==> config.mk <==
export PLATFORM = sky130hd
export DESIGN_NAME = perf_fe_counter
export DESIGN_NICKNAME = d
export VERILOG_FILES = /design/src/perf_fe_pkg.sv /design/src/snoop_stall_gen.sv /design/src/perf_fe_counter.sv
export VERILOG_INCLUDE_DIRS = /design/src
export SDC_FILE = /design/constraint.sdc
export NUM_CORES = 1
export LEC_CHECK = 0
export BUFFER_PORTS_ARGS = -buffer_cell sky130_fd_sc_hd__buf_4
export CAP_MARGIN = 5
export CORE_ASPECT_RATIO = 0.6
export CORE_MARGIN = 10
export CORE_UTILIZATION = 25
export CTS_CLUSTER_DIAMETER = 200
export CTS_CLUSTER_SIZE = 10
export DETAILED_ROUTE_END_ITERATION = 16
export GPL_TIMING_DRIVEN = 0
export REMOVE_ABC_BUFFERS = 1
export SLEW_MARGIN = 5
export SYNTH_ARGS = -nofsm -noshare
export SYNTH_HDL_FRONTEND = slang
export SYNTH_SLANG_ARGS = --single-unit
==> constraint.sdc <==
create_clock -name clk -period 5.2 [get_ports clk]
set_input_delay 0.26 -clock clk [delete_from_list [all_inputs] [get_ports clk]]
set_output_delay 0.26 -clock clk [all_outputs]
set_load 0.05 [all_outputs]
==> src/perf_fe_cfg.svh <==
// Offsets, field positions, encodings and timing counts of the counter
`ifndef PERF_FE_CFG_SVH
`define PERF_FE_CFG_SVH

// Register byte offsets
`define REG_CTRL_OFS          12'h000
`define REG_COUNT_OFS         12'h004
`define REG_STATUS_OFS        12'h008

// Control register fields
`define CTRL_EVT_LSB          0
`define CTRL_MASK_LSB         8
`define CTRL_EN_BIT           16
`define CTRL_RESET            32'h0000_0000

// Event codes
`define EVT_MOD_HIT_DRV       8'h7B
`define EVT_QUEUE_IDLE        8'h7D
`define EVT_SNOOP_STALL       8'h7E
`define EVT_IO_WAIT           8'h7F
`define EVT_FETCH             8'h80
`define EVT_FETCH_MISS        8'h81
`define EVT_XLATE             8'h82
`define EVT_IQ                8'h83
`define EVT_FETCH_STALL       8'h86
`define EVT_SLOW_DECODE       8'h87

// Unit masks
`define MASK_NONE             8'h00
`define MASK_SMALL_MISS       8'h02
`define MASK_LARGE_MISS       8'h10
`define MASK_XLATE_FLUSH      8'h40
`define MASK_ANY_MISS         8'h12
`define MASK_IQ_FULL          8'h02

// Core qualifier field of the unit mask
`define CORE_FIELD_MSB        7
`define CORE_FIELD_LSB        6
`define CORE_PER_CORE_QUALIFIER             2'h1
`define CORE_BOTH             2'h3

// Timing counts
`define SNOOP_RESP_LIMIT      3
`define SNOOP_STALL_LEN       2
`define SLOW_DECODE_CYCLES    3'h6

// Bus responses
`define AXI_OKAY              2'h0
`define AXI_SLVERR            2'h2

`endif

==> src/perf_fe_pkg.sv <==
// Types shared by the front-end and bus event counter
package perf_fe_pkg;

  // Condition strobes from front-end and bus interface
  typedef struct packed {
    logic bus_cycle;           // One core cycle per bus cycle
    logic mod_hit_drive;       // Drives modified_hit_response_pin
    logic queue_empty_per_core_qualifier;
    logic queue_empty_other;
    logic halted_per_core_qualifier;
    logic halted_other;
    logic snoop_stall_bus;     // Stall driven by another agent
    logic snoop_req;           // Snoop request needing our answer
    logic snoop_resp;          // Our snoop answer is ready
    logic io_wait_per_core_qualifier;
    logic io_wait_other;
    logic fetch;               // Cached fetch through the fetch unit
    logic uc_fetch;            // Uncacheable fetch bypassing it
    logic fetch_miss_pend;     // Level while a fetch miss is outstanding
    logic small_page_miss;
    logic large_page_miss;
    logic xlate_flush;
    logic iq_full;
    logic stall_cache_miss;
    logic stall_xlate_miss;
    logic stall_xlate_fault;
    logic slow_decode_start;   // Instruction needs the slow decoder
  } fe_events_t;

  // Front-end controls driven back by the block
  typedef struct packed {
    logic snoop_stall_drive;
    logic snoop_start_allow;
    logic fetch_hold;
    logic slow_decode_busy;
  } fe_ctl_t;

  typedef enum logic [1:0] {
    SNP_IDLE,
    SNP_WAIT,
    SNP_STALL
  } snoop_state_t;

endpackage

==> src/snoop_stall_gen.sv <==
// Snoop stall generator for late snoop answers
`timescale 1ns/1ns
`include "perf_fe_cfg.svh"
module snoop_stall_gen #(
  parameter int RESP_LIMIT = `SNOOP_RESP_LIMIT,
  parameter int STALL_LEN  = `SNOOP_STALL_LEN
) (
  input  wire logic clk,
  input  wire logic reset_n,
  input  wire logic bus_cycle,
  input  wire logic snoop_req,
  input  wire logic snoop_resp,
  output logic      stall
);

  perf_fe_pkg::snoop_state_t state_r;
  logic [3:0]                cnt_r;
  logic                      resp_seen_r;

  // Answer may land during a stall, remembered until it ends
  always_ff @(posedge clk or negedge reset_n) begin
    if (!reset_n) begin
      resp_seen_r <= 1'b0;
    end else if (state_r != perf_fe_pkg::SNP_STALL) begin
      resp_seen_r <= 1'b0;
    end else if (snoop_resp) begin
      resp_seen_r <= 1'b1;
    end
  end

  always_ff @(posedge clk or negedge reset_n) begin
    if (!reset_n) begin
      state_r <= perf_fe_pkg::SNP_IDLE;
      cnt_r   <= 4'h0;
    end else begin
      case (state_r)
        perf_fe_pkg::SNP_IDLE: begin
          cnt_r <= 4'h0;
          if (snoop_req && !snoop_resp) begin
            state_r <= perf_fe_pkg::SNP_WAIT;
          end
        end
        perf_fe_pkg::SNP_WAIT: begin
          if (snoop_resp) begin
            state_r <= perf_fe_pkg::SNP_IDLE;
          end else if (bus_cycle) begin
            if (cnt_r == 4'(RESP_LIMIT - 1)) begin
              state_r <= perf_fe_pkg::SNP_STALL;
              cnt_r   <= 4'h0;
            end else begin
              cnt_r <= cnt_r + 4'h1;
            end
          end
        end
        perf_fe_pkg::SNP_STALL: begin
          if (bus_cycle) begin
            if (cnt_r == 4'(STALL_LEN - 1)) begin
              cnt_r   <= 4'h0;
              state_r <= (resp_seen_r || snoop_resp) ?
                         perf_fe_pkg::SNP_IDLE : perf_fe_pkg::SNP_WAIT;
            end else begin
              cnt_r <= cnt_r + 4'h1;
            end
          end
        end
        default: begin
          state_r <= perf_fe_pkg::SNP_IDLE;
        end
      endcase
    end
  end

  assign stall = (state_r == perf_fe_pkg::SNP_STALL);

endmodule

==> src/perf_fe_counter.sv <==
// Front-end and bus event counter with AXI4-Lite registers
`timescale 1ns/1ns
`include "perf_fe_cfg.svh"
module perf_fe_counter #(
  parameter int COUNT_W = 32,
  parameter int ADDR_W  = 12
) (
  input  wire logic                    clk,
  input  wire logic                    reset_n,
  input  wire logic [ADDR_W-1:0]       s_axi_awaddr,
  input  wire logic                    s_axi_awvalid,
  output logic                         s_axi_awready,
  input  wire logic [31:0]             s_axi_wdata,
  input  wire logic [3:0]              s_axi_wstrb,
  input  wire logic                    s_axi_wvalid,
  output logic                         s_axi_wready,
  output logic [1:0]                   s_axi_bresp,
  output logic                         s_axi_bvalid,
  input  wire logic                    s_axi_bready,
  input  wire logic [ADDR_W-1:0]       s_axi_araddr,
  input  wire logic                    s_axi_arvalid,
  output logic                         s_axi_arready,
  output logic [31:0]                  s_axi_rdata,
  output logic [1:0]                   s_axi_rresp,
  output logic                         s_axi_rvalid,
  input  wire logic                    s_axi_rready,
  input  wire perf_fe_pkg::fe_events_t ev,
  output perf_fe_pkg::fe_ctl_t         ctl
);

  // Bus slave state
  logic [ADDR_W-1:0] aw_addr_r;
  logic              aw_held_r;
  logic [31:0]       w_data_r;
  logic [3:0]        w_strb_r;
  logic              w_held_r;
  logic              do_write;
  logic              hit_ctrl;
  logic              hit_count;
  logic              hit_status;

  // Programmable and counting state
  logic [31:0]        ctrl_r;
  logic [COUNT_W-1:0] count_r;
  logic [COUNT_W-1:0] count_nxt;
  logic [7:0]         evt_code;
  logic [7:0]         evt_mask;
  logic [1:0]         core_sel;
  logic               count_en;
  logic               match;
  logic [1:0]         inc;

  // Event conditioning
  logic       stall_own;
  logic       stall_bus;
  logic       stall_prev_r;
  logic       stall_rise;
  logic       miss_prev_r;
  logic       miss_new;
  logic [2:0] slow_cnt_r;
  logic       slow_busy;
  logic       idle_per_core_qualifier;
  logic       idle_other;

  // Byte-lane merge for writable registers
  function automatic logic [31:0] merge(input logic [31:0] old,
                                        input logic [31:0] data,
                                        input logic [3:0]  strb);
    logic [31:0] res;
    res = old;
    for (int i = 0; i < 4; i++) begin
      if (strb[i]) begin
        res[i*8 +: 8] = data[i*8 +: 8];
      end
    end
    return res;
  endfunction

  // Address and data are accepted in either order
  assign s_axi_awready = !aw_held_r;
  assign s_axi_wready  = !w_held_r;
  assign do_write      = aw_held_r && w_held_r && !s_axi_bvalid;

  always_ff @(posedge clk or negedge reset_n) begin
    if (!reset_n) begin
      aw_held_r <= 1'b0;
      aw_addr_r <= '0;
    end else if (s_axi_awvalid && s_axi_awready) begin
      aw_held_r <= 1'b1;
      aw_addr_r <= s_axi_awaddr;
    end else if (do_write) begin
      aw_held_r <= 1'b0;
    end
  end

  always_ff @(posedge clk or negedge reset_n) begin
    if (!reset_n) begin
      w_held_r <= 1'b0;
      w_data_r <= 32'h0000_0000;
      w_strb_r <= 4'h0;
    end else if (s_axi_wvalid && s_axi_wready) begin
      w_held_r <= 1'b1;
      w_data_r <= s_axi_wdata;
      w_strb_r <= s_axi_wstrb;
    end else if (do_write) begin
      w_held_r <= 1'b0;
    end
  end

  // Write decode, status is read only
  always_comb begin
    hit_ctrl  = 1'b0;
    hit_count = 1'b0;
    if (aw_addr_r == ADDR_W'(`REG_CTRL_OFS)) begin
      hit_ctrl = 1'b1;
    end else if (aw_addr_r == ADDR_W'(`REG_COUNT_OFS)) begin
      hit_count = 1'b1;
    end
  end

  // Write response, status and unmapped give an error
  always_ff @(posedge clk or negedge reset_n) begin
    if (!reset_n) begin
      s_axi_bvalid <= 1'b0;
      s_axi_bresp  <= `AXI_OKAY;
    end else if (do_write) begin
      s_axi_bvalid <= 1'b1;
      s_axi_bresp  <= (hit_ctrl || hit_count) ? `AXI_OKAY : `AXI_SLVERR;
    end else if (s_axi_bready) begin
      s_axi_bvalid <= 1'b0;
    end
  end

  // Control register
  always_ff @(posedge clk or negedge reset_n) begin
    if (!reset_n) begin
      ctrl_r <= `CTRL_RESET;
    end else if (do_write && hit_ctrl) begin
      ctrl_r <= merge(ctrl_r, w_data_r, w_strb_r);
    end
  end

  assign evt_code = ctrl_r[`CTRL_EVT_LSB +: 8];
  assign evt_mask = ctrl_r[`CTRL_MASK_LSB +: 8];
  assign core_sel = evt_mask[`CORE_FIELD_MSB:`CORE_FIELD_LSB];
  assign count_en = ctrl_r[`CTRL_EN_BIT];

  // Read channel, one read under way at a time
  assign s_axi_arready = !s_axi_rvalid;

  always_comb begin
    hit_status = (s_axi_araddr == ADDR_W'(`REG_STATUS_OFS));
  end

  always_ff @(posedge clk or negedge reset_n) begin
    if (!reset_n) begin
      s_axi_rvalid <= 1'b0;
      s_axi_rdata  <= 32'h0000_0000;
      s_axi_rresp  <= `AXI_OKAY;
    end else if (s_axi_arvalid && s_axi_arready) begin
      s_axi_rvalid <= 1'b1;
      s_axi_rresp  <= `AXI_OKAY;
      if (s_axi_araddr == ADDR_W'(`REG_CTRL_OFS)) begin
        s_axi_rdata <= ctrl_r;
      end else if (s_axi_araddr == ADDR_W'(`REG_COUNT_OFS)) begin
        s_axi_rdata <= 32'(count_r);
      end else if (hit_status) begin
        s_axi_rdata <= {28'h000_0000, slow_busy, ctl.fetch_hold,
                        stall_bus, match};
      end else begin
        s_axi_rdata <= 32'h0000_0000;
        s_axi_rresp <= `AXI_SLVERR;
      end
    end else if (s_axi_rready) begin
      s_axi_rvalid <= 1'b0;
    end
  end

  snoop_stall_gen #(
    .RESP_LIMIT (`SNOOP_RESP_LIMIT),
    .STALL_LEN  (`SNOOP_STALL_LEN)
  ) u_snoop_stall (
    .clk        (clk),
    .reset_n    (reset_n),
    .bus_cycle  (ev.bus_cycle),
    .snoop_req  (ev.snoop_req),
    .snoop_resp (ev.snoop_resp),
    .stall      (stall_own)
  );

  assign stall_bus = stall_own || ev.snoop_stall_bus;

  // Bus signals are sampled once per bus cycle only
  always_ff @(posedge clk or negedge reset_n) begin
    if (!reset_n) begin
      stall_prev_r <= 1'b0;
    end else if (ev.bus_cycle) begin
      stall_prev_r <= stall_bus;
    end
  end

  assign stall_rise = ev.bus_cycle && stall_bus && !stall_prev_r;

  always_ff @(posedge clk or negedge reset_n) begin
    if (!reset_n) begin
      miss_prev_r <= 1'b0;
    end else begin
      miss_prev_r <= ev.fetch_miss_pend;
    end
  end

  assign miss_new = ev.fetch_miss_pend && !miss_prev_r;

  always_ff @(posedge clk or negedge reset_n) begin
    if (!reset_n) begin
      slow_cnt_r <= 3'h0;
    end else if (slow_cnt_r != 3'h0) begin
      slow_cnt_r <= slow_cnt_r - 3'h1;
    end else if (ev.slow_decode_start) begin
      slow_cnt_r <= `SLOW_DECODE_CYCLES;
    end
  end

  assign slow_busy = (slow_cnt_r != 3'h0);

  assign idle_per_core_qualifier  = ev.queue_empty_per_core_qualifier ||
                      (ev.halted_per_core_qualifier && !ev.halted_other);
  assign idle_other = ev.queue_empty_other ||
                      (ev.halted_other && !ev.halted_per_core_qualifier);

  // Event select; a miss pair may add two in one cycle
  always_comb begin
    match = 1'b0;
    inc   = 2'h0;
    case (evt_code)
      `EVT_MOD_HIT_DRV: begin
        match = 1'b1;
        inc   = {1'b0, ev.bus_cycle && ev.mod_hit_drive};
      end
      `EVT_QUEUE_IDLE: begin
        if (core_sel == `CORE_PER_CORE_QUALIFIER) begin
          match = 1'b1;
          inc   = {1'b0, idle_per_core_qualifier};
        end else if (core_sel == `CORE_BOTH) begin
          match = 1'b1;
          inc   = {1'b0, idle_per_core_qualifier && idle_other};
        end
      end
      `EVT_SNOOP_STALL: begin
        match = 1'b1;
        inc   = {1'b0, stall_rise};
      end
      `EVT_IO_WAIT: begin
        if (core_sel == `CORE_PER_CORE_QUALIFIER) begin
          match = 1'b1;
          inc   = {1'b0, ev.io_wait_per_core_qualifier};
        end else if (core_sel == `CORE_BOTH) begin
          match = 1'b1;
          inc   = {1'b0, ev.io_wait_per_core_qualifier || ev.io_wait_other};
        end
      end
      `EVT_FETCH: begin
        if (evt_mask == `MASK_NONE) begin
          match = 1'b1;
          inc   = {1'b0, ev.fetch} + {1'b0, ev.uc_fetch};
        end
      end
      `EVT_FETCH_MISS: begin
        if (evt_mask == `MASK_NONE) begin
          match = 1'b1;
          inc   = {1'b0, miss_new} + {1'b0, ev.uc_fetch};
        end
      end
      `EVT_XLATE: begin
        if (evt_mask == `MASK_SMALL_MISS) begin
          match = 1'b1;
          inc   = {1'b0, ev.small_page_miss};
        end else if (evt_mask == `MASK_LARGE_MISS) begin
          match = 1'b1;
          inc   = {1'b0, ev.large_page_miss};
        end else if (evt_mask == `MASK_XLATE_FLUSH) begin
          match = 1'b1;
          inc   = {1'b0, ev.xlate_flush};
        end else if (evt_mask == `MASK_ANY_MISS) begin
          match = 1'b1;
          inc   = {1'b0, ev.small_page_miss} + {1'b0, ev.large_page_miss};
        end
      end
      `EVT_IQ: begin
        if (evt_mask == `MASK_IQ_FULL) begin
          match = 1'b1;
          inc   = {1'b0, ev.iq_full};
        end
      end
      `EVT_FETCH_STALL: begin
        if (evt_mask == `MASK_NONE) begin
          match = 1'b1;
          inc   = {1'b0, ev.stall_cache_miss || ev.stall_xlate_miss ||
                         ev.stall_xlate_fault};
        end
      end
      `EVT_SLOW_DECODE: begin
        if (evt_mask == `MASK_NONE) begin
          match = 1'b1;
          inc   = {1'b0, slow_busy};
        end
      end
      default: begin
        match = 1'b0;
        inc   = 2'h0;
      end
    endcase
  end

  always_comb begin
    count_nxt = count_r;
    if (count_en && match) begin
      count_nxt = count_r + COUNT_W'(inc);
    end
  end

  // Software load wins over a same-cycle event
  always_ff @(posedge clk or negedge reset_n) begin
    if (!reset_n) begin
      count_r <= '0;
    end else if (do_write && hit_count) begin
      count_r <= COUNT_W'(merge(32'(count_r), w_data_r, w_strb_r));
    end else begin
      count_r <= count_nxt;
    end
  end

  assign ctl.fetch_hold        = ev.iq_full;
  assign ctl.snoop_start_allow = !stall_bus;
  assign ctl.snoop_stall_drive = stall_own;
  assign ctl.slow_decode_busy  = slow_busy;

endmodule

==> results.md, run 1 <==
- Result of the run: finished clean
- Number of enable flip-flop cells after synthesis: 0
- Placed Instances: 1283
- Core ar.: 31500 um^2
- Syn Inst Count: 768
- Netlist cell types: 70
- Initial antenna violation count: 0
- Die Wd: 252 um
- Average vias per placed instance: 4.89
- Vias in the first global route: 6452
- Power density over cell area: 371 nW/um^2
- VDD IR max: 0.000321 V
- Clock power share: 34.3%
- Commonest non-fill, non-tap cell in the layout: dfrtp_1
- Routed wire per std cell: 18.4 um
- Root buffer cell: clkbuf_16
- Worst slew pin tran: 1120 ps
- CTS tree: done
- Ys Warns: 0
- Worst Clk Skew: 8.62 ps
- Clk slew on worst S/H paths: 70 ps
- Hold path depth: 2
- Reg2reg start: u_snoop_stall.state_r[0]
- Critical Path Fanout Max: 8
- CP startpoint kind: register
- Setup CP Type: reg -> reg
- HP Start: s_axi_awvalid
- Synth Cell Area: 8070 um^2
- Worst path arrival time: 5000 ps
- Slew HR: 24.7%
- P_sw: 1.17 mW
- Leak: 4.40 nW
- Final Non-Filler Cells: 1320
- Post-synth ARST share: 100%
- Starting DRT DRC Count: 557
- FILL cells: 3214
- GRT Overall Usage: 12.2%
- Final number of setup-violating endpoints: 0
- Main flop type after synthesis: dfrtp_1
- Detail Route Antenna Nets: 0
- Sinks on Clock Net: 162
- Grt ovf: 0
- Initial Util: 25.6%
- Logic pwr share: 20.1%
- Worst r2r dst: count_r[26]
- Seq cells post-synth: 162
- Pin count of the biggest net entering global routing: 91
- Register area: 4050 um^2
- First-pass GRT wire length: 38300 um
- Max Cap Viol: 0
- CTS buffer count: 17
- Final Hold Viols: 0
- Post-CTS resize count: 0
- Period minus WS final: 4640 ps
- CP startpoint: u_snoop_stall.state_r[0]
- Die height: 159 um
- Port Buffers: 131
- Area delta synth->final: 26.6%
- Post-layout util: 32.5%
- Hold crit path type: in -> reg
- RSZ-0062 raised after global routing: false
- Final nets: 991
- Fmax: 215 MHz
- Share of layout cells above drive strength 1: 30.1%
- WL final: 24300 um
- Max Root-Sink Buffers: 2
- Commonest cells after routing, fill and taps aside: dfrtp_1, buf_4, nand2_1
- Drt pass-1 iters: 4
- DIE AREA: 40100 um^2
- H-tree depth: 4
- Via Count: 6460
- Tcrit/Tclk final: 89.2%
- Area of the multi-input gates: 3780 um^2
- Worst skew pair latency: 440 ps
- Syn Area/Cell: 10.5 um^2
- Sequential cell area fraction in the yosys report: 50.2%
- Gpl congestion: 0.793
- Drt drc: 0
- Worst-case reg-to-reg path depth: 17
- Critical path required time: 5560 ps
- Detailed Place HPWL: 18300 um
- Top Ports: 134
- Rows: 50
- Critical path endpoint category: register
- R2R Setup Slk: 560 ps
- Hold EP: aw_held_r
- Net Sw Frac: 30.9%
- Reg power frac: 45.6%
- Internal power: 2.62 mW
- Final Slew Violations: 0
==> stage by stage <==
| stage | instance area, um^2 | hold slack [ps] | setup TNS [ps] | total power [mW] | setup slack (ps) |
|---|---|---|---|---|---|
| after CTS | 10200 | 2.06 | 0 | 3.84 | 589 |
| after global routing | 10200 | 6.32 | 0 | 4.01 | 189 |
| after floorplan | 7870 | -35.6 | 0 | 2.19 | 912 |
| after detailed placement | 9560 | 256 | 0 | 2.52 | 592 |
| final | 10200 | 29.3 | 0 | 3.79 | 560 |
| after global placement | 9380 | 379 | -17250 | 2.47 | -840 |
==> layout make-up <==
cell class	instances	share of cell area, %
Timing Repair Buffer	145	11.6
Multi-Input combinational cell	544	37.0
Clock buffer	19	4.43
Inverter	20	0.735
Tap cell	416	5.10
Antenna cell	1	0.0245
Sequential cell	162	39.7
Clock inverter	13	1.47
==> what timing repair did <==
item,CTS,global route
endpoints found under the hold margin,75,0
buffers inserted,0,0
hold buffers,4,0
==> registers in the layout, indices dropped and copies added, names as in the netlist <==
| name | cells |
|---|---|
| count_r | 32 |
| u_snoop_stall.cnt_r | 4 |
| w_held_r | 1 |
| u_snoop_stall.state_r | 2 |
| slow_cnt_r | 3 |
| aw_addr_r | 12 |
| s_axi_rdata | 32 |
| stall_prev_r | 1 |
| aw_held_r | 1 |
| ctrl_r | 32 |
| u_snoop_stall.resp_seen_r | 1 |
| s_axi_rvalid | 1 |
| s_axi_rresp | 1 |
| s_axi_bresp | 1 |
| s_axi_bvalid | 1 |
| w_strb_r | 4 |
| miss_prev_r | 1 |
| w_data_r | 32 |
==> how the worst max path moves through the flow <==
| stage | to | slack [ps] |
|---|---|---|
| finish | count_r[26] | 560 |
| global route | count_r[28] | 190 |
| CTS | count_r[26] | 590 |
| detailed placement | count_r[26] | 590 |
| global placement | s_axi_rdata[22] | -840 |
| floorplan | count_r[26] | 910 |
==> power by group through the flow <==
stage          Sequential, mW  Combinational [mW]  Clock (mW)
2_1_floorplan            1.68               0.512           0
4_1_cts                  1.73               0.776        1.34
3_3_place_gp             1.74               0.732           0
3_5_place_dp             1.75               0.771           0
6_report                 1.73               0.762        1.30
5_1_grt                  1.77               0.849        1.39
==> cells by family (layout without fill, tap and decap cells) <==
| group | Yosys count | count (layout) | share of synthesized area [%] |
|---|---|---|---|
| other | 1 | 3 | 0.0465 |
| muxes | 92 | 92 | 12.6 |
| AOI/OAI and AO/OA | 178 | 178 | 14.9 |
| DFF | 162 | 162 | 50.2 |
| buffers and inverters | 63 | 197 | 3.43 |
| xor gates and xnor gates | 1 | 1 | 0.109 |
| and+or+nand+nor | 259 | 259 | 16.8 |
| adders and majority gates | 12 | 12 | 1.95 |
==> worst max-delay path, stage by stage (launching register included) <==
cell and delay, ps:
dfrtp_1 400, inv_1 110, ha_1 300, nor2_1 180
o31ai_1 270, o2bb2ai_1 140, a21oi_1 100, nor3_1 150
a311o_1 160, ha_1 190, inv_1 60, fa_1 410
nand2b_1 220, nor3_1 870, and4_1 480, nor4bb_1 310
a21oi_1 60, o21ai_0 150
==> cell usage after synthesis, types with 3 or more instances <==
| cell type | number | area (um^2) |
|---|---|---|
| a211o_1 | 4 | 35.0 |
| a211oi_1 | 6 | 45.0 |
| a21boi_0 | 5 | 37.5 |
| a21o_1 | 5 | 37.5 |
| a21oi_1 | 21 | 105 |
| a22o_1 | 4 | 35.0 |
| a22oi_1 | 28 | 210 |
| a31o_2 | 3 | 26.3 |
| a31oi_1 | 5 | 31.3 |
| and2_1 | 9 | 56.3 |
| and3_1 | 8 | 50.1 |
| buf_1 | 4 | 15.0 |
| buf_2 | 5 | 25.0 |
| buf_4 | 7 | 52.6 |
| clkbuf_1 | 26 | 97.6 |
| dfrtp_1 | 162 | 4050 |
| ha_1 | 11 | 138 |
| inv_1 | 20 | 75.1 |
| mux2_2 | 77 | 867 |
| mux2i_1 | 15 | 150 |
| nand2_1 | 87 | 327 |
| nand2b_1 | 7 | 43.8 |
| nand3_1 | 22 | 110 |
| nand3b_1 | 5 | 37.5 |
| nand4_1 | 14 | 87.6 |
| nand4b_1 | 5 | 43.8 |
| nor2_1 | 39 | 146 |
| nor2b_1 | 13 | 81.3 |
| nor3_1 | 13 | 65.1 |
| nor4_1 | 9 | 56.3 |
| o211ai_1 | 5 | 37.5 |
| o21ai_0 | 55 | 275 |
| o22ai_1 | 3 | 18.8 |
| o2bb2ai_1 | 3 | 26.3 |
| o31ai_1 | 4 | 30.0 |
| or2_2 | 5 | 31.3 |
| or3_1 | 6 | 37.5 |
| or4_1 | 3 | 22.5 |
==> metal layers <==
| layer | global-route usage, % | wire length (um) | vias up |
|---|---|---|---|
| met4 | 2.94 | 213 | 0 |
| met2 | 17.7 | 10700 | 155 |
| li1 | - | - | 3059 |
| met5 | 0 | 0 | - |
| met1 | 17.3 | 12200 | 3233 |
| met3 | 3.71 | 1240 | 13 |
(Power assumes the default switching activity.)
==> inputs of run 2 (changes only) <==
--- a/config.mk
+++ b/config.mk
@@ -15,8 +15,10 @@
 export CTS_CLUSTER_SIZE = 10
 export DETAILED_ROUTE_END_ITERATION = 16
 export GPL_TIMING_DRIVEN = 0
+export MAX_ROUTING_LAYER = met4
 export REMOVE_ABC_BUFFERS = 1
 export SLEW_MARGIN = 5
 export SYNTH_ARGS = -nofsm -noshare
 export SYNTH_HDL_FRONTEND = slang
+export SYNTH_HIERARCHICAL = 1
 export SYNTH_SLANG_ARGS = --single-unit
==> results.md, run 2 <==
- Commonest non-fill, non-tap cell in the layout: dfrtp_1 (unchanged)
- Synth top area share: 50.3% (was 50.2%)
- Worst Clk Skew: 15.6 ps (was 8.62 ps)
- Synth area leaders: dfrtp_1, mux2_2, nand2_1 (unchanged)
- Setup CP Type: reg -> reg (unchanged)
- Main flop type after synthesis: dfrtp_1 (unchanged)
- GRT Overall Usage: 12.8% (was 12.2%)
- Grt ovf: 0 (unchanged)
- Most frequent cell after synthesis: dfrtp_1 (unchanged)
- Post-synthesis cell type with the largest combined area: dfrtp_1 (unchanged)
- Vias in the first global route: 6360 (was 6452)
- CTS buffer count: 17 (unchanged)
- Routed wire per std cell: 18.8 um (was 18.4 um)
- Worst path buffer plus inverter count: 2 (unchanged)
- Area delta synth->final: 25.0% (was 26.6%)
- Detailed Place HPWL: 18100 um (was 18300 um)
- Power density over cell area: 374 nW/um^2 (was 371 nW/um^2)
- Post-CTS resize count: 0 (unchanged)
- Crit path cell chain: inv_1, ha_1, nor2_1, or4b_2, a21oi_1, o21ai_0, nand3_1, ha_1, inv_1, fa_1, nor2b_1, nand4_1, nor3_1, nand2_1, o211ai_1, o211ai_1 (was inv_1, ha_1, nor2_1, o31ai_1, o2bb2ai_1, a21oi_1, nor3_1, a311o_1, ha_1, inv_1, fa_1, nand2b_1, nor3_1, and4_1, nor4bb_1, a21oi_1, o21ai_0)
- Post-Place Worst Slack: 834 ps (was 592 ps)
- Crit path to: count_r[24] (was count_r[26])
- Commonest cells after routing, fill and taps aside: dfrtp_1, buf_4, nand2_1 (unchanged)
- Placed Instances: 1282 (was 1283)
- Drt pass-1 iters: 6 (was 4)
- Slew HR: 26.9% (was 24.7%)
- H-tree depth: 4 (unchanged)
- CTS Hold Buffers Added: 3 (was 4)
- Pin count of the biggest net entering global routing: 104 (was 91)
- Stages on worst setup path: 16 (was 17)
- Detail Route Antenna Nets: 0 (unchanged)
- Leak: 4.37 nW (was 4.40 nW)
- Initial antenna violation count: 1 (was 0)
- Ys Warns: 6 (was 0)
- RSZ-0062 raised after global routing: false (unchanged)
- Netlist cell types: 69 (was 70)
- Xor and xnor fraction of the mapped netlist area: 0% (was 0.109%)
- Setup Buffers After CTS: 0 (unchanged)
- Tcrit/Tclk final: 85.4% (was 89.2%)
- Synth Cell Area: 8060 um^2 (was 8070 um^2)
- Syn Inst Count: 779 (was 768)
- Worst r2r dst: count_r[24] (was count_r[26])
- CTS tree: done (unchanged)
- First-pass GRT wire length: 38600 um (was 38300 um)
- Critical path endpoint category: register (unchanged)
- Worst skew pair latency: 450 ps (was 440 ps)
- Simple-Gate Fraction of Synth Area: 17.2% (was 16.8%)
- Port Buffers: 131 (unchanged)
- Sequential cell area fraction in the yosys report: 50.3% (was 50.2%)
- Cell family with most CP delay: simple AND/OR/NAND/NOR gates (unchanged)
- Reg2reg start: u_snoop_stall/state_r[0] (was u_snoop_stall.state_r[0])
- Number of enable flip-flop cells after synthesis: 0 (unchanged)
- VDD IR max: 0.000262 V (was 0.000321 V)
- DIE AREA: 40000 um^2 (was 40100 um^2)
- Initial Util: 25.6% (about the same)
- Main combinational cell family by area after synthesis: simple AND/OR/NAND/NOR gates (unchanged)
- CP startpoint: u_snoop_stall/state_r[0] (was u_snoop_stall.state_r[0])
- Die height: 159 um (about the same)
- Worst slew pin tran: 1090 ps (was 1120 ps)
- Result of the run: finished clean (unchanged)
- Drt drc: 0 (unchanged)
- Critical Path Fanout Max: 9 (was 8)
- Starting DRT DRC Count: 607 (was 557)
- Die Wd: 252 um (about the same)
- Complex-gate fraction of the synthesized area: 14.8% (was 14.9%)
- Period minus WS final: 4440 ps (was 4640 ps)
- Syn Area/Cell: 10.3 um^2 (was 10.5 um^2)
- Share of layout cells above drive strength 1: 29.0% (was 30.1%)
- Core ar.: 31500 um^2 (unchanged)
- Post-synth ARST share: 100% (unchanged)
- Clk slew on worst S/H paths: 70 ps (about the same)
- Max Root-Sink Buffers: 2 (unchanged)
- Sinks on Clock Net: 162 (unchanged)
- Top Ports: 134 (unchanged)
- Root buffer cell: clkbuf_16 (unchanged)
- Final number of setup-violating endpoints: 0 (unchanged)
- Post-synthesis adder-cell area fraction: 1.96% (was 1.95%)
- CP peak stage delay: 630 ps (was 870 ps)
- Final Slew Violations: 0 (unchanged)
- Setup TNS: 0 ps (unchanged)
- Seq cells post-synth: 162 (unchanged)
- Worst-case reg-to-reg path depth: 16 (was 17)
- Worst path arrival time: 4770 ps (was 5000 ps)
- Hold crit path type: in -> reg (unchanged)
- R2R Setup Slk: 760 ps (was 560 ps)
- Multiplexer share of the synthesized area: 11.7% (was 12.6%)
- Final Non-Filler Cells: 1318 (was 1320)
- Critical path required time: 5530 ps (was 5560 ps)
- Rows: 50 (unchanged)
- Via Count: 6457 (was 6460)
- CP startpoint kind: register (unchanged)
- Fmax: 225 MHz (was 215 MHz)
- Gpl congestion: 0.814 (was 0.793)
- WL final: 24800 um (was 24300 um)
- Hold path depth: 3 (was 2)
- Final nets: 989 (was 991)
- CP max-delay cell: or4b_2 (was nor3_1)
- Most frequent cells after synthesis: dfrtp_1, nand2_1, mux2_2, nor2_1, o21ai_0 (was dfrtp_1, nand2_1, mux2_2, o21ai_0, nor2_1)
- Setup slack after layout: 760 ps (was 560 ps)
- Average vias per placed instance: 4.90 (was 4.89)
- Final Hold Viols: 0 (unchanged)
- Max Cap Viol: 0 (unchanged)
==> run 2: cell count changes in the layout (fill, tap and decap cells not counted), moves of 6 or more <==
cell,previous run,this run
buf_6,6,0
a211oi_1,6,15
o211ai_1,5,13
mux2i_1,15,6
nand2_1,86,79
nand3_1,22,28
nor2_1,39,60
==> run 2: final cells by class <==
cell class / count / area (um^2)
Antenna cell: 2 / 5.00
Clock buffer: 19 / 433
Clock inverter: 12 / 159
Fill cell: 3263 / 21400
Inverter: 21 / 78.8
Multi-Input combinational cell: 548 / 3710
Sequential cell: 162 / 4050
Tap cell: 416 / 520
Timing Repair Buffer: 138 / 1120
==> run 2: logic make-up after synthesis <==
kind of cell | Yosys count
other | 1
multiplexers | 84
AO/OA/AOI/OAI | 177
buffers and inverters | 70
AND/OR/NAND/NOR | 273
adder cells (fa/ha/maj) | 12
flip-flops | 162
==> run 2: through the flow <==
| stage | hold WS [ps] | utilization [%] | area [um^2] | power, mW |
|---|---|---|---|---|
| 2_1_floorplan | -35.6 | - | 7820 | 2.17 |
| 3_3_place_gp | 377 | 29.6 | 9320 | 2.45 |
| 3_5_place_dp | 251 | 30.0 | 9450 | 2.49 |
| 4_1_cts | 8.02 | 32.0 | 10100 | 3.81 |
| 5_1_grt | 13.3 | 32.0 | 10100 | 3.98 |
| 6_report | 30.8 | 32.0 | 10100 | 3.77 |
==> run 2: tightest hold or removal path: stages <==
cell	delay, ps
buf_4	80
nor2_1	30
nor2_1	70
==> run 2: power breakdown <==
group	switching [mW]	internal, mW
Combinational	0.351	0.360
Sequential	0.250	1.50
Clock	0.555	0.755
==> run 2: layer usage <==
| metal | up-vias | global-route usage [%] | wire length (um) |
|---|---|---|---|
| met5 | - | - | 0 |
| met2 | 185 | 16.7 | 10200 |
| met4 | 0 | 3.48 | 252 |
| li1 | 3046 | - | - |
| met1 | 3209 | 18.0 | 12500 |
| met3 | 17 | 4.44 | 1840 |
==> run 2: how the worst min path moves through the flow <==
| stage | from | to | slack (ps) |
|---|---|---|---|
| 6_report | s_axi_awvalid | aw_held_r | 30 |
| 4_1_cts | s_axi_awvalid | aw_held_r | 8 |
| 3_3_place_gp | ev[8] | miss_prev_r | 380 |
| 3_5_place_dp | reset_n | w_data_r[31] | 250 |
| 5_1_grt | s_axi_wdata[4] | w_data_r[4] | 10 |
| 2_1_floorplan | reset_n | aw_addr_r[0] | -40 |
==> inputs of run 3 (changes only) <==
--- a/config.mk
+++ b/config.mk
@@ -8,6 +8,8 @@
 export LEC_CHECK = 0
 export BUFFER_PORTS_ARGS = -buffer_cell sky130_fd_sc_hd__buf_4
 export CAP_MARGIN = 5
+export CELL_PAD_IN_SITES_DETAIL_PLACEMENT = 1
+export CELL_PAD_IN_SITES_GLOBAL_PLACEMENT = 1
 export CORE_ASPECT_RATIO = 0.6
 export CORE_MARGIN = 10
 export CORE_UTILIZATION = 25
@@ -16,6 +18,7 @@
 export DETAILED_ROUTE_END_ITERATION = 16
 export GPL_TIMING_DRIVEN = 0
 export MAX_ROUTING_LAYER = met4
+export PLACE_DENSITY_LB_ADDON = 0.1
 export REMOVE_ABC_BUFFERS = 1
 export SLEW_MARGIN = 5
 export SYNTH_ARGS = -nofsm -noshare
==> results.md, run 3 (synthesis results as in run 2) <==
- Hold crit path type: in -> reg (unchanged)
- Share of layout cells above drive strength 1: 29.5% (was 29.0%)
- Commonest cells after routing, fill and taps aside: dfrtp_1, buf_4, nand2_1 (unchanged)
- Worst Clk Skew: 9.21 ps (was 15.6 ps)
- GR peak layer: met2 (was met1)
- Sinks on Clock Net: 162 (unchanged)
- Commonest non-fill, non-tap cell in the layout: dfrtp_1 (unchanged)
- Post-Place Worst Slack: 641 ps (was 834 ps)
- Drt drc: 0 (unchanged)
- Final nets: 994 (was 989)
- Routed wire per std cell: 20.3 um (was 18.8 um)
- CTS buffer count: 17 (unchanged)
- Worst skew pair latency: 450 ps (about the same)
- Gpl congestion: 0.734 (was 0.814)
- Placed cell areas: 9530 um^2 (was 9450 um^2)
- DIE AREA: 40000 um^2 (unchanged)
- Final number of setup-violating endpoints: 0 (unchanged)
- GRT met1 Usage: 19.0% (was 18.0%)
- WHS: 23.6 ps (was 30.8 ps)
- H-tree depth: 4 (unchanged)
- Vias in the first global route: 6883 (was 6360)
- Via Count: 6439 (was 6457)
- Met3 Usage GRT: 2.87% (was 4.44%)
- Worst path buffer plus inverter count: 2 (unchanged)
- Final Hold Viols: 0 (unchanged)
- Antenna Cells: 0 (was 2)
- Setup Buffers After CTS: 0 (unchanged)
- Average vias per placed instance: 4.87 (was 4.90)
- Final Non-Filler Cells: 1322 (was 1318)
- Starting DRT DRC Count: 329 (was 607)
- Detailed Place HPWL: 19600 um (was 18100 um)
- Setup slack after layout: 588 ps (was 760 ps)
- Area delta synth->final: 26.2% (was 25.0%)
- Worst path arrival time: 4940 ps (was 4770 ps)
- Die height: 159 um (unchanged)
- Worst slew pin tran: 1130 ps (was 1090 ps)
- Critical path endpoint category: register (unchanged)
- Met2 GRT Util: 20.7% (was 16.7%)
- Port Buffers: 131 (unchanged)
- Overall Power: 3.76 mW (was 3.77 mW)
- Setup TNS: 0 ps (unchanged)
- CP startpoint kind: register (unchanged)
- Power density over cell area: 370 nW/um^2 (was 374 nW/um^2)
- RSZ-0062 raised after global routing: false (unchanged)
- VDD IR max: 0.000226 V (was 0.000262 V)
- Max Cap Viol: 0 (unchanged)
- Grt ovf: 0 (unchanged)
- Root buffer cell: clkbuf_16 (unchanged)
- Max Root-Sink Buffers: 2 (unchanged)
- Leak: 4.42 nW (was 4.37 nW)
- Drt pass-1 iters: 5 (was 6)
- First-pass GRT wire length: 42600 um (was 38600 um)
- Die Wd: 252 um (unchanged)
- Fmax: 217 MHz (was 225 MHz)
- Critical path required time: 5530 ps (about the same)
- Finished Cell Area: 10200 um^2 (was 10100 um^2)
- Cell family with most CP delay: simple AND/OR/NAND/NOR gates (unchanged)
- CP max-delay cell: nor3_1 (was or4b_2)
- Top Ports: 134 (unchanged)
- Period minus WS final: 4610 ps (was 4440 ps)
- Core ar.: 31500 um^2 (unchanged)
- Placed Instances: 1285 (was 1282)
- Rows: 50 (unchanged)
- Crit path cell chain: inv_1, ha_1, nor2_1, or4b_2, a21oi_1, o21ai_0, nand3_1, ha_1, inv_1, fa_1, nor2b_1, nand4_1, nor3_1, nand2_1, o211ai_1, o211ai_1 (unchanged)
- GRT Overall Usage: 14.0% (was 12.8%)
- CTS tree: done (unchanged)
- Initial Util: 25.6% (unchanged)
- Result of the run: finished clean (unchanged)
- Post-layout util: 32.3% (was 32.0%)
- WL final: 26800 um (was 24800 um)
- FILL cells: 3538 (was 3263)
- Initial antenna violation count: 0 (was 1)
- Pin count of the biggest net entering global routing: 92 (was 104)
- Final Slew Violations: 0 (unchanged)
- Setup CP Type: reg -> reg (unchanged)
- Slew HR: 24.3% (was 26.9%)
- CP peak stage delay: 650 ps (was 630 ps)
- Clk slew on worst S/H paths: 70 ps (about the same)
- Tcrit/Tclk final: 88.7% (was 85.4%)
- Critical Path Fanout Max: 9 (unchanged)
- Detail Route Antenna Nets: 0 (unchanged)
-- run 3: where the power goes --
| part | internal, mW | switching (mW) |
|---|---|---|
| sequential | 1.50 | 0.238 |
| combinational | 0.366 | 0.356 |
| clock | 0.728 | 0.570 |
-- run 3: layout make-up --
class                   count  area, um^2  area share (%)
inverters                  21        78.8           0.775
flip-flops and latches    162        4050            39.9
multi-input cells         548        3710            36.5
well taps                 416         520            5.12
clock inverters            13         151            1.49
repair buffers            143        1210            11.9
clock buffers              19         443            4.35
-- run 3: metal layers --
metal	share of wire, %	wire (um)
met1	52	14000
met2	44	11700
met3	3.0	792
met4	1.1	282
met5	0	0
-- run 3: path summary, 6_finish.rpt --
path	from	end	slack [ps]	depth (start not counted)
min	s_axi_awvalid	aw_held_r	20	3
min in group asynchronous	reset_n	s_axi_rresp[1]	370	2
min reg2reg	s_axi_rdata[2]	s_axi_rdata[2]	480	2
max	u_snoop_stall/state_r[0]	count_r[24]	590	16
max reg2reg	u_snoop_stall/state_r[0]	count_r[24]	590	16
max in group asynchronous	reset_n	count_r[16]	3880	3
-- run 3: timing repair --
item,in CTS,in global routing
hold endpoints to repair,74,0
gates resized for setup,0,0
hold buffers,4,0
-- run 3: worst reg2reg max path, cell delays in order (launching register included) --
cell      delay (ps)
dfrtp_1          430
inv_1            100
ha_1             370
nor2_1           190
or4b_2           640
a21oi_1          140
o21ai_0           90
nand3_1          120
ha_1             190
inv_1             60
fa_1             400
nor2b_1          430
nand4_1          240
nor3_1           650
nand2_1          140
o211ai_1         190
o211ai_1         110
